**src/include/bmlr_map.vh**
```
// Register map constants for the buck mode and limit register bank
// Notes on behaviour
// - Discharge enable bit4 of 0x12, resets 1
// - Selector low uses low_sel_forced_mode, bit7 0x14
// - Selector high uses high_sel_forced_mode, bit6 0x14
// - Mode bit 0 allows automatic mode switching
// - Mode bit 1 forces continuous pulse-width only
// - Peak limit code bits7:6 of 0x16, reset 11
`ifndef BMLR_MAP_VH
`define BMLR_MAP_VH
`define BMLR_ADDR_DISCH       8'h12
`define BMLR_ADDR_MODE        8'h14
`define BMLR_ADDR_LIMIT       8'h16
`define BMLR_DISCH_BIT        4
`define BMLR_LOW_MODE_BIT     7
`define BMLR_HIGH_MODE_BIT    6
`define BMLR_LIMIT_HI         7
`define BMLR_LIMIT_LO         6
`define BMLR_DISCH_RST        1'b1
`define BMLR_LOW_MODE_RST     1'b0
`define BMLR_HIGH_MODE_RST    1'b0
`define BMLR_LIMIT_RST        2'h3
`define BMLR_LIMIT_4P7        2'h0
`define BMLR_LIMIT_5P2        2'h1
`define BMLR_LIMIT_5P7        2'h2
`define BMLR_LIMIT_6P2        2'h3
`define BMLR_FPWM_RST         1'b0
`define BMLR_AUTO_RST         1'b1
`define BMLR_ONEHOT_RST       4'h8
`define BMLR_ONEHOT_4P7       4'h1
`define BMLR_ONEHOT_5P2       4'h2
`define BMLR_ONEHOT_5P7       4'h4
`define BMLR_ONEHOT_6P2       4'h8
`define BMLR_RDATA_RST        8'h00
`endif

```
**src/hw/bmlr_sync.v**
```verilog
// Two-flop synchroniser for one asynchronous level
`timescale 1ns/1ps
`default_nettype none
module bmlr_sync (
   // Clock and reset
   input  wire clk,
   input  wire rstn,
   // Level
   input  wire d,
   output wire q
);
   reg meta_r;
   reg q_r;
   always @(posedge clk or negedge rstn) begin
      if (!rstn) begin
         meta_r <= 1'b0;
         q_r    <= 1'b0;
      end else begin
         meta_r <= d;
         q_r    <= meta_r;
      end
   end
   assign q = q_r;
endmodule // bmlr_sync
`default_nettype wire

```
**src/hw/bmlr_regs.v**
```verilog
// Discharge, switching mode and peak current limit register bank
`timescale 1ns/1ps
`default_nettype none
`include "bmlr_map.vh"
module bmlr_regs (
   // Clock and reset
   input  wire       clk,
   input  wire       rstn,
   // Register port from the serial decoder
   input  wire [7:0] reg_addr,
   input  wire       reg_wr,
   input  wire [7:0] reg_wdata,
   input  wire       reg_rd,
   output wire [7:0] reg_rdata,
   // Pin
   input  wire       voltage_select_pin,
   // Power stage controls
   output wire       discharge_en,
   output wire       forced_pwm,
   output wire       auto_mode,
   output wire [1:0] peak_limit_code,
   output wire [3:0] peak_limit_onehot
);
   // Address decode and write strobes
   wire       hit_disch;
   wire       hit_mode;
   wire       hit_limit;
   wire       wr_disch;
   wire       wr_mode;
   wire       wr_limit;
   // Synchronised selector and the mode bit it picks
   wire       voltage_select_pin_s;
   reg        sel_mode;
   // Stored fields
   reg        disch_r;
   reg        disch_nxt;
   reg        low_mode_r;
   reg        low_mode_nxt;
   reg        high_mode_r;
   reg        high_mode_nxt;
   reg  [1:0] limit_r;
   reg  [1:0] limit_nxt;
   // Controls towards the power stage
   reg        fpwm_r;
   reg        fpwm_nxt;
   reg        auto_r;
   reg        auto_nxt;
   reg  [3:0] onehot_r;
   reg  [3:0] onehot_nxt;
   // Read path
   reg  [7:0] rdata_r;
   reg  [7:0] rdata_nxt;

   bmlr_sync u_voltage_select_pin_sync (
      .clk  (clk),
      .rstn (rstn),
      .d    (voltage_select_pin),
      .q    (voltage_select_pin_s)
   );

   // Address decode
   assign hit_disch = (reg_addr == `BMLR_ADDR_DISCH);
   assign hit_mode  = (reg_addr == `BMLR_ADDR_MODE);
   assign hit_limit = (reg_addr == `BMLR_ADDR_LIMIT);
   assign wr_disch  = reg_wr & hit_disch;
   assign wr_mode   = reg_wr & hit_mode;
   assign wr_limit  = reg_wr & hit_limit;

   // Only the documented bits store; reserved write data is dropped
   always @* begin
      disch_nxt = disch_r;
      if (wr_disch) begin
         disch_nxt = reg_wdata[`BMLR_DISCH_BIT];
      end
   end

   always @(posedge clk or negedge rstn) begin
      if (!rstn) begin
         disch_r <= `BMLR_DISCH_RST;
      end else begin
         disch_r <= disch_nxt;
      end
   end

   always @* begin
      low_mode_nxt = low_mode_r;
      if (wr_mode) begin
         low_mode_nxt = reg_wdata[`BMLR_LOW_MODE_BIT];
      end
   end

   always @(posedge clk or negedge rstn) begin
      if (!rstn) begin
         low_mode_r <= `BMLR_LOW_MODE_RST;
      end else begin
         low_mode_r <= low_mode_nxt;
      end
   end

   always @* begin
      high_mode_nxt = high_mode_r;
      if (wr_mode) begin
         high_mode_nxt = reg_wdata[`BMLR_HIGH_MODE_BIT];
      end
   end

   always @(posedge clk or negedge rstn) begin
      if (!rstn) begin
         high_mode_r <= `BMLR_HIGH_MODE_RST;
      end else begin
         high_mode_r <= high_mode_nxt;
      end
   end

   always @* begin
      limit_nxt = limit_r;
      if (wr_limit) begin
         limit_nxt = reg_wdata[`BMLR_LIMIT_HI:`BMLR_LIMIT_LO];
      end
   end

   always @(posedge clk or negedge rstn) begin
      if (!rstn) begin
         limit_r <= `BMLR_LIMIT_RST;
      end else begin
         limit_r <= limit_nxt;
      end
   end

   // Selector level picks which stored bit steers the power stage
   always @* begin
      if (voltage_select_pin_s) begin
         sel_mode = high_mode_r;
      end else begin
         sel_mode = low_mode_r;
      end
   end

   // Forced PWM and automatic operation are exact complements
   always @* begin
      fpwm_nxt = sel_mode;
      auto_nxt = ~sel_mode;
   end

   always @(posedge clk or negedge rstn) begin
      if (!rstn) begin
         fpwm_r <= `BMLR_FPWM_RST;
      end else begin
         fpwm_r <= fpwm_nxt;
      end
   end

   always @(posedge clk or negedge rstn) begin
      if (!rstn) begin
         auto_r <= `BMLR_AUTO_RST;
      end else begin
         auto_r <= auto_nxt;
      end
   end

   // Limit decode runs one cycle behind the stored code
   always @* begin
      case (limit_r)
         `BMLR_LIMIT_4P7: begin
            onehot_nxt = `BMLR_ONEHOT_4P7;
         end
         `BMLR_LIMIT_5P2: begin
            onehot_nxt = `BMLR_ONEHOT_5P2;
         end
         `BMLR_LIMIT_5P7: begin
            onehot_nxt = `BMLR_ONEHOT_5P7;
         end
         default: begin
            onehot_nxt = `BMLR_ONEHOT_6P2;
         end
      endcase
   end

   always @(posedge clk or negedge rstn) begin
      if (!rstn) begin
         onehot_r <= `BMLR_ONEHOT_RST;
      end else begin
         onehot_r <= onehot_nxt;
      end
   end

   // Reserved and unmapped bits read as zero; a same-cycle write is not seen
   always @* begin
      rdata_nxt = rdata_r;
      if (reg_rd) begin
         rdata_nxt = `BMLR_RDATA_RST;
         case (reg_addr)
            `BMLR_ADDR_DISCH: begin
               rdata_nxt[`BMLR_DISCH_BIT] = disch_r;
            end
            `BMLR_ADDR_MODE: begin
               rdata_nxt[`BMLR_LOW_MODE_BIT]  = low_mode_r;
               rdata_nxt[`BMLR_HIGH_MODE_BIT] = high_mode_r;
            end
            `BMLR_ADDR_LIMIT: begin
               rdata_nxt[`BMLR_LIMIT_HI:`BMLR_LIMIT_LO] = limit_r;
            end
            default: begin
               rdata_nxt = `BMLR_RDATA_RST;
            end
         endcase
      end
   end

   always @(posedge clk or negedge rstn) begin
      if (!rstn) begin
         rdata_r <= `BMLR_RDATA_RST;
      end else begin
         rdata_r <= rdata_nxt;
      end
   end

   // Outputs
   assign reg_rdata         = rdata_r;
   assign discharge_en      = disch_r;
   assign forced_pwm        = fpwm_r;
   assign auto_mode         = auto_r;
   assign peak_limit_code   = limit_r;
   assign peak_limit_onehot = onehot_r;
endmodule // bmlr_regs
`default_nettype wire

```
**config.mk**
```make
export PLATFORM = sky130hd
export DESIGN_NAME = bmlr_regs
export DESIGN_NICKNAME = d
export VERILOG_FILES = /design/src/hw/bmlr_sync.v /design/src/hw/bmlr_regs.v
export VERILOG_INCLUDE_DIRS = /design/src /design/src/include
export SDC_FILE = /design/constraint.sdc
export NUM_CORES = 1
export LEC_CHECK = 0
export BUFFER_PORTS_ARGS = -buffer_cell sky130_fd_sc_hd__buf_2
export CAP_MARGIN = 40
export CORE_UTILIZATION = 44
export DETAILED_ROUTE_END_ITERATION = 8
export GPL_TIMING_DRIVEN = 0
export PLACE_DENSITY = 0.8
export SYNTH_ARGS = -nofsm -noshare
export SYNTH_HDL_FRONTEND = slang
export SYNTH_HIERARCHICAL = 1
export SYNTH_SLANG_ARGS = --single-unit
```
**constraint.sdc**
```tcl
create_clock -name clk -period 2.2 [get_ports clk]
set_input_delay 0.11 -clock clk [delete_from_list [all_inputs] [get_ports clk]]
set_output_delay 0.11 -clock clk [all_outputs]
set_load 0.005 [all_outputs]
```
* Word level (Yosys, flattened, before mapping)
Index checks and enable logic that the tools add are counted.
W data, S select, Z words.
** Storage, ports and cells
- Word-level logic and storage cells :: 24
- Input port bits :: 21
- Output and inout bits :: 17
- Flip-flop bits (word level) :: 16
** Cells by class
- Muxes and demuxes :: 4
- Bitwise operators :: 4
- Equal/unequal tests :: 5
- Reduce and logical (&&, ||, !) cells :: 1
** Operators by type and width (number)
- $eq A8 B5 Y1 const B :: 3
- $pmux W4 S3 :: 1
- $pmux W2 S2 :: 1
- $and A1 B1 Y1 :: 3
- $eq A2 B1 Y1 const B :: 1
- $eq A2 B2 Y1 const B :: 1
- $logic_not A2 Y1 :: 1
- $mux W1 :: 2
- $not A1 Y1 :: 1

* Longest topological paths before layout
- Depth in word-level cells :: 2
- Mapped depth :: 3
- Depth with buffers taken out :: 3

* By module
The synthesis kept the hierarchy.
** Modules (own cells, without submodules)
- bmlr_regs :: seq. area each 356.6 um^2, area each 619.3 um^2, times used 1, cells each 49
- bmlr_sync :: seq. area each 50.0 um^2, area each 50.0 um^2, times used 1, cells each 2

* Worst setup path after synthesis
Ideal clock, no wire load.
- Path kind :: input to register
- From :: in reg_addr[0]
- To :: reg high_mode_r
- Setup slack :: 1.189 ns
- Setup time :: 0.125 ns
- Stages :: 3
- Data arrival time :: 0.886 ns
- Buffers on the path :: 0
- Required time :: 2.075 ns
- Cell sequence :: nor4b_4 nand4b_1 mux2_2
** Between the ends
- Cells in the longest elaborated chain, start to end :: 2
** RTL lines
- start: declaration :: line bmlr_regs.v:10 : input wire [7:0] reg_addr,
- $eq A8 B5 Y1
- $and A1 B1 Y1 :: line bmlr_regs.v:66 : assign wr_mode = reg_wr & hit_mode;
- end signal: assignment :: line bmlr_regs.v:109 : high_mode_r <= `BMLR_HIGH_MODE_RST;
- end signal: assignment :: line bmlr_regs.v:111 : high_mode_r <= high_mode_nxt;
- end: declaration :: line bmlr_regs.v:39 : reg high_mode_r;
Every way passes these cells.
A chain may end at the register's enable or synchronous reset.

* Final worst setup path
- From :: reg limit_r[1], in the netlist peak_limit_code[1]
- To :: out peak_limit_code[1]
** RTL lines
- start: declaration :: line bmlr_regs.v:41 : reg [1:0] limit_r;
- start signal: assignment :: line bmlr_regs.v:124 : limit_r <= `BMLR_LIMIT_RST;
- start signal: assignment :: line bmlr_regs.v:126 : limit_r <= limit_nxt;
- end: declaration :: line bmlr_regs.v:21 : output wire [1:0] peak_limit_code,
No word-level cell between the ends.

==> reports/metrics.cfg <==
[drt]
wl_per_cell_um = 12.1
post-route-drc-count = 0
finalWirelength_mm = 1.25
vias_per_cell = 4.70
vias = 484
drt_iter0_markers = 3
ant_nets = 0
dr.pass1.iters = 4

[final_layout]
fin_cells = 103
area_growth_pct = 33.6
fillCellCount = 101
antenna_cells = 0
utilization_pct = 66.3
layout-drive-gt1-share_pct = 55.7
nets = 110

[floorplanning]
coreArea_mm2 = 0.00135
row_count = 13
die_h_um = 41.0
ios = 38
die_w_um = 41.0
initial_core_util_pct = 49.6
dieArea_mm2 = 0.00168

[worst_setup_path]
slowest_delay_ns = 0.58
worstSetupPathType = reg -> out
cp_data_required_time_ns = 2.09
critPathSlowestCell = dfstp_2
path_buf_inv = 1
crit_path_start_kind = flip-flop
critPathTopFamily = flip-flops
r2r-start = peak_limit_code[1]
critPathLaunch = peak_limit_code[1]
crit_path_end_kind = output pin
critPathMaxFanout = 7
worstPathCellList = buf_2
crit_arrival_ns = 0.99

[timing]
setup_ws_ns = 1.10
period_minus_slack_ns = 1.10
fin_setup_tns_ns = 0
setup_violations = 0
fin_crit_sh_pct = 50.2
drv_slew = 0
fmaxAchievable_mhz = 905
finClkSkew_ns = 0.00682
rsz0062_at_grt = false
hold_violations = 0

[cts]
cts_buffers = 3
clkLatencyLatePin_ns = 0.29
h-tree-depth = 1
tritoncts = built
cts_setup_buffers = 0
clkSinkCount = 16
path_clk_slew_ns = 0.10
clock_path_buffers = 2
cts.root.buffer_cell = clkbuf_4

[synthesis]
avgSynthCellArea_um2 = 13.1
synth_top_area_cell = dfrtp_1
synthCells = 51
synth.distinct_cells = 19
synth_flop_cell = dfrtp_1
synth_top_cells_by_count = 11 x dfrtp_1, 7 x mux2_2, 5 x buf_4, 5 x dfstp_2, 4 x inv_1
synth_top_area_share_pct = 41.1
synthArstFlopShare_pct = 100
yosysSeqAreaShare_pct = 60.7
synth-edff-count = 0
synth_area_um2 = 669
ys_ff_latch = 16
yosys_warnings = 6
yosysMostFrequentCell = dfrtp_1
ys_top_cells_by_area = dfrtp_1 41%, dfstp_2 20%, mux2_2 12%

[min_path]
hp-start = reg_wdata[4]
worstHoldPathType = in -> reg

[placement]
place.gp.congestion = 0.702
place_inst = 97
io_buffer_count = 27
place_ws_ns = 0.976
dpl.hpwl_um = 913

[grt]
grt_util_all_layers_pct = 17.3
grt_pass1_wl_mm = 1.70
grt_max_degree = 17
antenna_found_initial = 0
grt_pass1_vias = 410
grt-ovfl-total = 0

[pwr]
p_leak_nw = 0.470
power.density_mw_per_mm2 = 636
peakVddDrop_mv = 0.408

[status]
status = finished, final reports clean

[run]
drv_cap = 0

## metrics by stage
step	hold slack, ns	power (W)	area (um2)
final	0.0458	0.000569	895
after CTS	0.0495	0.000573	895
after detailed placement	0.0325	0.000377	838
after global placement	0.0236	0.000374	838
after floorplan	-0.186	0.000343	684
after global routing	0.0399	0.000597	895
## logic make-up (layout without fill, tap and decap cells)
group                  count (synthesis)  in the layout  synth area share [%]
DFF                                   16             16                  60.7
and+or+nand+nor                       14             14                  15.0
buffers and inverters                  9             42                  7.85
muxes                                  8              8                  13.3
AOI/OAI and AO/OA                      3              3                  2.62
other                                  1              5                 0.560
## path summary, 6_finish.rpt
path	endpoint	slack, ns	cells after the start
max	peak_limit_code[1]	1.10	1
min reg2reg	u_voltage_select_pin_sync/q	0.35	0
max reg2reg	reg_rdata[7]	1.22	3
min	discharge_en	0.05	2
max in group asynchronous	peak_limit_code[1]	1.66	2
min in group asynchronous	forced_pwm	0.24	2
## flip-flops by register name (all words and copies together) (netlist names)
| signal | flops |
|---|---|
| peak_limit_code | 2 |
| low_mode_r | 1 |
| discharge_en | 1 |
| forced_pwm | 1 |
| reg_rdata | 3 |
| u_voltage_select_pin_sync/meta_r | 1 |
| high_mode_r | 1 |
| auto_mode | 1 |
| peak_limit_onehot | 4 |
| u_voltage_select_pin_sync/q | 1 |
## metal layers
layer,wire length (um),vias up,share of wire [%],track usage (%)
met5,0,-,0,0
met4,14,0,1.1,10.0
met3,82,3,6.6,6.52
met2,692,24,55,30.1
met1,459,215,37,17.3
li1,-,242,-,-
## report_power, final
group          internal, W  switching, W
sequential        0.000309    0.00000630
combinational    0.0000328     0.0000262
clock             0.000101     0.0000942
## repair_timing
item | CTS | global route
hold buffers | 2 | 0
gates resized for setup | 0 | 0
hold endpoints to repair | 14 | 0
## layout by cell type, fill, tap and decap left out, drive strengths merged, types with 3 or more instances in the layout
cell type / count
dfrtp: 11
conb: 5
nand2: 3
buf: 32
dfstp: 5
inv: 4
mux2: 7
clkbuf: 4
## cell type report
class,count,area (um2),share of cell area [%]
repair buffers,29,155,17.3
multi-input cells,30,225,25.2
plain buffers,5,37.5,4.20
well taps,15,18.8,2.10
clock buffers,4,36.3,4.06
inverters,4,15.0,1.68
flip-flops and latches,16,407,45.5
(Power assumes the default switching activity.)
